[src/rtl/dscr_consts.svh]
// Offsets, field positions and reset values of the DMA status and CRC registers
`ifndef DSCR_CONSTS_SVH
`define DSCR_CONSTS_SVH
// ----------------------------------------
// Register map (byte addresses, aligned words)
// ----------------------------------------
`define DSCR_OFS_W 8
`define DSCR_OFS_STAT 8'h00
`define DSCR_OFS_ADDR 8'h04
`define DSCR_OFS_CRC 8'h08
`define DSCR_ADR_HIGH_ZERO 24'h00_0000
// ----------------------------------------
// Field positions
// ----------------------------------------
`define DSCR_ST_DIR 3
`define DSCR_ST_CH_HI 2
`define DSCR_ST_CH_LO 0
`define DSCR_CC_BYTE_ORDER_SELECT_HI 29
`define DSCR_CC_BYTE_ORDER_SELECT_LO 28
`define DSCR_CC_WBO 27
`define DSCR_CC_BIT_REFLECT_SELECT 24
`define DSCR_CC_POLYNOMIAL_LENGTH_HI 12
`define DSCR_CC_POLYNOMIAL_LENGTH_LO 8
`define DSCR_CC_EN 7
`define DSCR_CC_APP 6
`define DSCR_CC_TYP 5
`define DSCR_CC_CH_HI 2
`define DSCR_CC_CH_LO 0
// ----------------------------------------
// Masks and reset values
// ----------------------------------------
`define DSCR_CRC_WMASK 32'h3900_1FE7
`define DSCR_WORD_RST 32'h0000_0000
`define DSCR_CH_RST 3'h0
`define DSCR_ALIGNED 2'h0
`endif

[src/rtl/dscr_pkg.sv]
// Types shared by the DMA status and CRC control register block
package dscr_pkg;
  typedef enum logic [1:0] {
    DSCR_IDLE = 2'b00,
    DSCR_ACK = 2'b01,
    DSCR_ERR = 2'b10
  } dscr_wb_state_type;

  typedef enum logic [1:0] {
    DSCR_ORD_NONE = 2'b00,
    DSCR_ORD_WORD = 2'b01,
    DSCR_ORD_HALF = 2'b10,
    DSCR_ORD_HBYTE = 2'b11
  } dscr_order_type;

  typedef struct packed {
    logic valid;
    logic isRead;
    logic [2:0] chan;
    logic [31:0] addr;
  } dscr_access_type;

  typedef struct packed {
    dscr_order_type byteOrderSelect;
    logic writeReorderSelect;
    logic bitReflectSelect;
    logic [4:0] polynomialLength;
    logic crcRouteEnable;
    logic crcAppendMode;
    logic crcKindSelect;
    logic [2:0] crcChannelSelect;
  } dscr_crc_cfg_type;
endpackage

[src/rtl/dscr_wb_slave.sv]
// Classic Wishbone handshake: one-cycle ack or err per request
`timescale 1ns/1ps
module dscr_wb_slave (
  // Clock and reset
  input wire logic ref_clk,
  input wire logic nrst,
  // Bus request
  input wire logic cyc,
  input wire logic stb,
  input wire logic hit,
  // Answer
  output logic ack,
  output logic err,
  output logic take
);
  dscr_pkg::dscr_wb_state_type state_ff;
  dscr_pkg::dscr_wb_state_type nxt_state;

  // A new request is only seen from idle, so ack never stretches
  assign take = cyc && stb && (state_ff == dscr_pkg::DSCR_IDLE);

  always_comb begin
    case (state_ff)
      dscr_pkg::DSCR_IDLE: begin
        if (take) begin
          nxt_state = hit ? dscr_pkg::DSCR_ACK : dscr_pkg::DSCR_ERR;
        end else begin
          nxt_state = dscr_pkg::DSCR_IDLE;
        end
      end
      default: nxt_state = dscr_pkg::DSCR_IDLE;
    endcase
  end

  always_ff @(posedge ref_clk or negedge nrst) begin
    if (!nrst) begin
      state_ff <= dscr_pkg::DSCR_IDLE;
    end else begin
      state_ff <= nxt_state;
    end
  end

  assign ack = (state_ff == dscr_pkg::DSCR_ACK);
  assign err = (state_ff == dscr_pkg::DSCR_ERR);
endmodule

[src/rtl/dscr_byte_order.sv]
// Byte reordering of one 32-bit word
`timescale 1ns/1ps
module dscr_byte_order (
  // Selection
  input dscr_pkg::dscr_order_type order,
  // Data
  input wire logic [31:0] wordIn,
  output logic [31:0] wordOut
);
  wire [7:0] b0 = wordIn[7:0];
  wire [7:0] b1 = wordIn[15:8];
  wire [7:0] b2 = wordIn[23:16];
  wire [7:0] b3 = wordIn[31:24];
  wire [31:0] revWord = {b0, b1, b2, b3};
  wire [31:0] swapHalf = {b1, b0, b3, b2};
  wire [31:0] revHalf = {b2, b3, b0, b1};

  always_comb begin
    case (order)
      dscr_pkg::DSCR_ORD_NONE: wordOut = wordIn;
      dscr_pkg::DSCR_ORD_WORD: wordOut = revWord;
      dscr_pkg::DSCR_ORD_HALF: wordOut = swapHalf;
      dscr_pkg::DSCR_ORD_HBYTE: wordOut = revHalf;
      default: wordOut = wordIn;
    endcase
  end
endmodule

[src/rtl/dscr_regs.sv]
// DMA global status, last-address and CRC control registers on Wishbone
`timescale 1ns/1ps
`include "dscr_consts.svh"
module dscr_regs (
  // Clock and reset
  input wire logic ref_clk,
  input wire logic nrst,
  // Wishbone slave
  input wire logic wb_cyc_i,
  input wire logic wb_stb_i,
  input wire logic wb_we_i,
  input wire logic [31:0] wb_adr_i,
  input wire logic [3:0] wb_sel_i,
  input wire logic [31:0] wb_dat_i,
  output logic [31:0] wb_dat_o,
  output logic wb_ack_o,
  output logic wb_err_o,
  // DMA bus access report
  input dscr_pkg::dscr_access_type dmaAccess,
  // Channel transfer datapath
  input wire logic xferValid,
  input wire logic [2:0] xferChan,
  input wire logic [1:0] xferAddrLow,
  input wire logic [31:0] xferData,
  output logic crcRouteHit,
  output logic unalignedRefuse,
  output logic crcFeedValid,
  output logic [31:0] crcFeedData,
  output logic [31:0] destData,
  // CRC engine configuration
  output dscr_pkg::dscr_crc_cfg_type crcCfg
);

  // ----------------------------------------
  // Storage
  // ----------------------------------------
  logic lastDir_ff;
  logic [2:0] lastChan_ff;
  logic [31:0] lastAddr_ff;
  logic [31:0] crcCtl_ff;
  logic [31:0] rdData_ff;
  logic feedValid_ff;
  logic [31:0] feedData_ff;
  logic [31:0] destData_ff;

  // ----------------------------------------
  // Address decode
  // ----------------------------------------
  wire [`DSCR_OFS_W-1:0] regOfs = wb_adr_i[`DSCR_OFS_W-1:0];
  wire highZero = (wb_adr_i[31:`DSCR_OFS_W] == `DSCR_ADR_HIGH_ZERO);
  wire statSel = highZero && (regOfs == `DSCR_OFS_STAT);
  wire addrSel = highZero && (regOfs == `DSCR_OFS_ADDR);
  wire crcSel = highZero && (regOfs == `DSCR_OFS_CRC);
  wire anySel = statSel || addrSel || crcSel;
  wire reqTake;

  dscr_wb_slave u_wb (
    .ref_clk(ref_clk),
    .nrst(nrst),
    .cyc(wb_cyc_i),
    .stb(wb_stb_i),
    .hit(anySel),
    .ack(wb_ack_o),
    .err(wb_err_o),
    .take(reqTake)
  );

  // ----------------------------------------
  // Read path
  // ----------------------------------------
  wire [31:0] statWord = {28'h000_0000, lastDir_ff, lastChan_ff};
  wire [31:0] rdMux = statSel ? statWord :
                      addrSel ? lastAddr_ff :
                      crcSel ? crcCtl_ff : `DSCR_WORD_RST;
  wire [31:0] nxt_rdData = reqTake ? rdMux : rdData_ff;

  // ----------------------------------------
  // CRC control write
  // ----------------------------------------
  // Write lands at the edge where ack is seen, the address still held
  wire crcWrite = wb_ack_o && wb_we_i && crcSel;
  wire [31:0] laneMask = {{8{wb_sel_i[3]}}, {8{wb_sel_i[2]}},
                          {8{wb_sel_i[1]}}, {8{wb_sel_i[0]}}};
  wire [31:0] mergedCtl = ((crcCtl_ff & ~laneMask) | (wb_dat_i & laneMask))
                          & `DSCR_CRC_WMASK;
  // Append cannot be held while destination reordering is on
  wire [31:0] appClear = 32'h0000_0001 << `DSCR_CC_APP;
  wire [31:0] guardedCtl = mergedCtl[`DSCR_CC_WBO] ? (mergedCtl & ~appClear)
                           : mergedCtl;
  wire [31:0] nxt_crcCtl = crcWrite ? guardedCtl : crcCtl_ff;

  // ----------------------------------------
  // Configuration fields
  // ----------------------------------------
  assign crcCfg.byteOrderSelect =
    dscr_pkg::dscr_order_type'(crcCtl_ff[`DSCR_CC_BYTE_ORDER_SELECT_HI:`DSCR_CC_BYTE_ORDER_SELECT_LO]);
  assign crcCfg.writeReorderSelect = crcCtl_ff[`DSCR_CC_WBO];
  assign crcCfg.bitReflectSelect = crcCtl_ff[`DSCR_CC_BIT_REFLECT_SELECT];
  // Length only meaningful in LFSR kind; passed through either way
  assign crcCfg.polynomialLength =
    crcCtl_ff[`DSCR_CC_POLYNOMIAL_LENGTH_HI:`DSCR_CC_POLYNOMIAL_LENGTH_LO];
  assign crcCfg.crcKindSelect = crcCtl_ff[`DSCR_CC_TYP];
  assign crcCfg.crcRouteEnable = crcCtl_ff[`DSCR_CC_EN];
  assign crcCfg.crcAppendMode = crcCtl_ff[`DSCR_CC_APP];
  assign crcCfg.crcChannelSelect = crcCtl_ff[`DSCR_CC_CH_HI:`DSCR_CC_CH_LO];

  // ----------------------------------------
  // Last DMA access capture
  // ----------------------------------------
  // Bus writes never reach these; only the DMA report moves them
  wire accSeen = dmaAccess.valid;
  wire nxt_lastDir = accSeen ? dmaAccess.isRead : lastDir_ff;
  wire [2:0] nxt_lastChan = accSeen ? dmaAccess.chan : lastChan_ff;
  wire [31:0] nxt_lastAddr = accSeen ? dmaAccess.addr : lastAddr_ff;

  // ----------------------------------------
  // Channel routing and reordering
  // ----------------------------------------
  assign crcRouteHit = crcCfg.crcRouteEnable
                       && (xferChan == crcCfg.crcChannelSelect);
  wire reorderDest = crcRouteHit && crcCfg.writeReorderSelect;
  // Unaligned transfers under destination reordering are flagged and kept out of the CRC feed
  assign unalignedRefuse = reorderDest && (xferAddrLow != `DSCR_ALIGNED);
  wire [31:0] orderedWord;
  dscr_byte_order u_feed_order (
    .order(crcCfg.byteOrderSelect),
    .wordIn(xferData),
    .wordOut(orderedWord)
  );
  wire [31:0] nxt_destData = reorderDest ? orderedWord : xferData;
  wire nxt_feedValid = xferValid && crcRouteHit && !unalignedRefuse;
  wire [31:0] nxt_feedData = nxt_feedValid ? orderedWord : feedData_ff;

  // ----------------------------------------
  // Registers
  // ----------------------------------------
  always_ff @(posedge ref_clk or negedge nrst) begin
    if (!nrst) begin
      lastDir_ff <= 1'b0;
      lastChan_ff <= `DSCR_CH_RST;
      lastAddr_ff <= `DSCR_WORD_RST;
    end else begin
      lastDir_ff <= nxt_lastDir;
      lastChan_ff <= nxt_lastChan;
      lastAddr_ff <= nxt_lastAddr;
    end
  end

  always_ff @(posedge ref_clk or negedge nrst) begin
    if (!nrst) begin
      crcCtl_ff <= `DSCR_WORD_RST;
      rdData_ff <= `DSCR_WORD_RST;
    end else begin
      crcCtl_ff <= nxt_crcCtl;
      rdData_ff <= nxt_rdData;
    end
  end

  always_ff @(posedge ref_clk or negedge nrst) begin
    if (!nrst) begin
      feedValid_ff <= 1'b0;
      feedData_ff <= `DSCR_WORD_RST;
      destData_ff <= `DSCR_WORD_RST;
    end else begin
      feedValid_ff <= nxt_feedValid;
      feedData_ff <= nxt_feedData;
      destData_ff <= nxt_destData;
    end
  end

  assign wb_dat_o = rdData_ff;
  assign crcFeedValid = feedValid_ff;
  assign crcFeedData = feedData_ff;
  assign destData = destData_ff;
endmodule

[config.mk]
export PLATFORM = sky130hd
export DESIGN_NAME = dscr_regs
export DESIGN_NICKNAME = d
export VERILOG_FILES = /design/src/rtl/dscr_pkg.sv /design/src/rtl/dscr_wb_slave.sv /design/src/rtl/dscr_byte_order.sv /design/src/rtl/dscr_regs.sv
export VERILOG_INCLUDE_DIRS = /design/src /design/src/rtl
export SDC_FILE = /design/constraint.sdc
export NUM_CORES = 1
export LEC_CHECK = 0
export BUFFER_PORTS_ARGS = -buffer_cell sky130_fd_sc_hd__buf_2
export CAP_MARGIN = 40
export CORE_ASPECT_RATIO = 0.75
export CORE_MARGIN = 2
export CORE_UTILIZATION = 47
export CTS_CLUSTER_DIAMETER = 40
export CTS_CLUSTER_SIZE = 20
export DETAILED_ROUTE_END_ITERATION = 8
export HOLD_SLACK_MARGIN = 0.03
export PLACE_DENSITY = 0.8
export SLEW_MARGIN = 40
export SYNTH_ARGS = -nofsm -noshare
export SYNTH_HDL_FRONTEND = slang
export SYNTH_SLANG_ARGS = --single-unit
export TNS_END_PERCENT = 5
[constraint.sdc]
create_clock -name ref_clk -period 1.94 [get_ports ref_clk]
set_input_delay 0.097 -clock ref_clk [delete_from_list [all_inputs] [get_ports ref_clk]]
set_output_delay 0.097 -clock ref_clk [all_outputs]
set_load 0.02 [all_outputs]
==> run metrics <==
clock input transition at the sequential cells of the worst setup and hold paths=0.07 ns; maximum clock frequency=0.541 GHz; proportion of power drawn by flip-flops and latches=0.463; Remaining DRCs=0; Skew-Pair Late Insertion Delay=0.41 ns; I/O Pins=between 200 and 300; number of nets at the end of the flow=around 900; min-delay worst type=in2reg; clock network fraction of design power=0.435; cell area after synthesis=between 6000 and 7000 um^2; clock period minus final worst setup slack=1.85 ns; required arrival time at the worst endpoint=roughly 2.2 ns; clock tree skew after final layout=~0.0095 ns; clock net sink count=150; final WL=between 15000 and 20000 um; CP max FO=24; Initial Utilization=0.474; result of the run=finished, final reports clean; power per cell area=725 nW/um^2; part of the Yosys area used for sequential elements=0.553; via count of the routed design=5304; growth of design area from synthesis to finish=44.4%; static leakage=4.83 nW; global route total overflow=0; number of max-cap violations=0; async set-or-reset flop fraction in the synthesized netlist=1.00; sort of element at the end of the critical path=register; multi-input combinational cell area=2850 um^2; layout cell share with drive strength beyond 1=0.580; initial antenna violation count=0; count of port buffers added during placement=245; half-perimeter wire length after detailed placement=12300 um; Post-Route Setup TNS=0 ns; Die Outline Area=15400 um^2; top post-synthesis cells by area=dfrtp_1 (55%), mux2_2 (14%), mux4_2 (11%); Worst Path Class, Setup=reg2reg; GRT Total Usage=0.241; cell at the root of the clock tree=clkbuf_16; unrepaired setup endpoints after global routing=false; worst supply voltage drop on vdd=0.578 mV; WP data arrival=approximately 2.1 ns; fraction of post-synthesis cell area in the top cell type by area=0.553; startpoint of the most critical hold path=wb_adr_i[2]; setup slack, reg-to-reg=0.09 ns; remaining number of nets flagged by the antenna check after routing=0; CTS tree=built; type of element launching the critical path=register; endpoints failing setup=0; number of enable flip-flop cells after synthesis=0; part of the power in combinational logic=0.102; top cell type by total area after synthesis=dfrtp_1; Post-Syn Instances=425; final weighted congestion in routability-driven placement=0.849; Clock Path Buffers=2; first-pass GRT wire length=about 29000 um; number of register bits inferred by synthesis=150; via-per-instance ratio=5.41; smallest hold slack=0.0755 ns; ANT cells=0; Iteration-0 DRC Markers=around 310; count of TritonRoute iterations in the first routing pass=4; die height=108 um; number of levels the H-tree was split into=4; Sw Share=0.237; main flop type after synthesis=dfrtp_1; post-synthesis area per instance=16.0 um^2; largest net degree at the start of global routing=72; portion of the clock cycle consumed by the worst path in the final layout=0.953; final hold violation count=0; vias in the first global route=5476; average detailed-routed wire length per instance=19.3 um; floorplan row count=38; area of the core=14300 um^2; internal power=5.43 mW; number of unique standard cell types used by synthesis=36; net switching power of the design=about 1.7 mW; max-slew violation count=0; yosys warns=0; die width=143 um; slew of the pin with the lowest slew margin=0.528 ns; register area=3750 um^2; Slew HR=0.648; Synthesized Nets=573; CTS Buf Count=17; number of fill cells in the layout=between 900 and 1000
## stage by stage
stage	instances	util	setup WS (ns)	power (mW)	area, um^2
2_1_floorplan	425	-	0.0413	3.60	6790
3_3_place_gp	858	0.581	0.193	3.90	8320
3_5_place_dp	858	0.581	0.151	3.93	8320
4_1_cts	976	0.681	0.00351	7.13	9740
5_1_grt	981	0.685	0.0365	7.36	9800
6_report	981	0.685	0.0921	7.11	9800
## critical path, cell delays in order (launching register included)
cell and delay, ns:
dfrtp_1 0.41, xnor2_1 0.16, and4_4 0.26, buf_4 0.12, and3_2 0.22, buf_12 0.22
mux2_4 0.32
## Yosys cell counts, types with 4 or more instances
master    instances
a221o_1          11
a22o_1           16
and2_1           11
buf_2            13
buf_4             4
buf_6             6
clkbuf_1          4
dfrtp_1         150
mux2_2           85
mux2_4           29
mux2i_1           5
mux4_2           32
nand2_1           8
nor2_1            7
nor4_1            7
o31ai_1           4
## flip-flops by register name (all words and copies together) (netlist names), named ones only
register / cells
crcFeedData: 32
destData: 32
lastAddr_ff: 32
wb_dat_o: 32
lastChan_ff: 3
crcCtl_ff: 2
u_wb.state_ff: 2
crcFeedValid: 1
lastDir_ff: 1
## logic make-up (layout without fill, tap and decap cells)
| kind of cell | count (synthesis) | count (layout) | synth area share |
|---|---|---|---|
| AO/OA/AOI/OAI | 39 | 39 | 0.0488 |
| flip-flops | 150 | 150 | 0.553 |
| AND/OR/NAND/NOR | 52 | 52 | 0.0479 |
| buffers and inverters | 30 | 386 | 0.0278 |
| XOR/XNOR | 3 | 3 | 0.00387 |
| multiplexers | 151 | 151 | 0.319 |
## path summary, 6_finish.rpt
check | cells after the start | to
worst max-delay path | 6 | crcFeedData[5]
worst min-delay path | 3 | u_wb.state_ff[1]
worst max register to register | 6 | crcFeedData[5]
worst min register to register | 2 | wb_dat_o[2]
max in group asynchronous | 3 | async pin
min in group asynchronous | 2 | crcFeedData[28]
## power by group through the flow
stage          combinational [mW]  sequential [mW]  clock, mW
4_1_cts                     0.720             3.29       3.12
2_1_floorplan               0.220             3.38          0
3_3_place_gp                0.561             3.34          0
3_5_place_dp                0.582             3.35          0
6_report                    0.726             3.29       3.09
5_1_grt                     0.784             3.30       3.27
## cell usage in the layout (no fill, tap or decap), types with 2 or more instances in the layout
| cell | n |
|---|---|
| clkbuf_16 | 18 |
| a22o_1 | 16 |
| buf_12 | 8 |
| mux4_2 | 32 |
| xnor2_1 | 3 |
| nand2_1 | 7 |
| clkinvlp_4 | 2 |
| nand4_1 | 3 |
| o31ai_1 | 4 |
| nor2b_1 | 3 |
| a21oi_1 | 3 |
| and4b_1 | 2 |
| mux2_2 | 85 |
| nor4_1 | 7 |
| and2_1 | 11 |
| buf_4 | 17 |
| clkinv_4 | 4 |
| and4_1 | 2 |
| a221o_1 | 11 |
| nand4_2 | 2 |
| clkinv_2 | 3 |
| buf_2 | 243 |
| mux2i_1 | 5 |
| nor2_1 | 7 |
| mux2_4 | 29 |
| dlygate4sd3_1 | 86 |
| dfrtp_1 | 149 |
## final cells by class
type,count,share of cell area
clock inverter,11,0.0106
timing repair buffer,356,0.245
sequential,150,0.383
multi-input combinational,245,0.291
clock buffer,19,0.0452
tap,200,0.0255
## timing repair
action	in CTS	in global routing
hold endpoints to repair	235	0
endpoints found under the setup margin	1	4
hold buffers	86	0
resized for setup	0	2
gates cloned	0	1
pin swaps	1	0
setup buffers	2	4
## routing by layer
metal	track usage	vias to the layer above	routed length, um
met5	0	-	0
met4	0.0905	0	496
met3	0.0545	46	931
met2	0.387	218	9350
met1	0.325	2726	8170
li1	-	2314	-
Note: power is estimated with default switching activity, not from simulation.
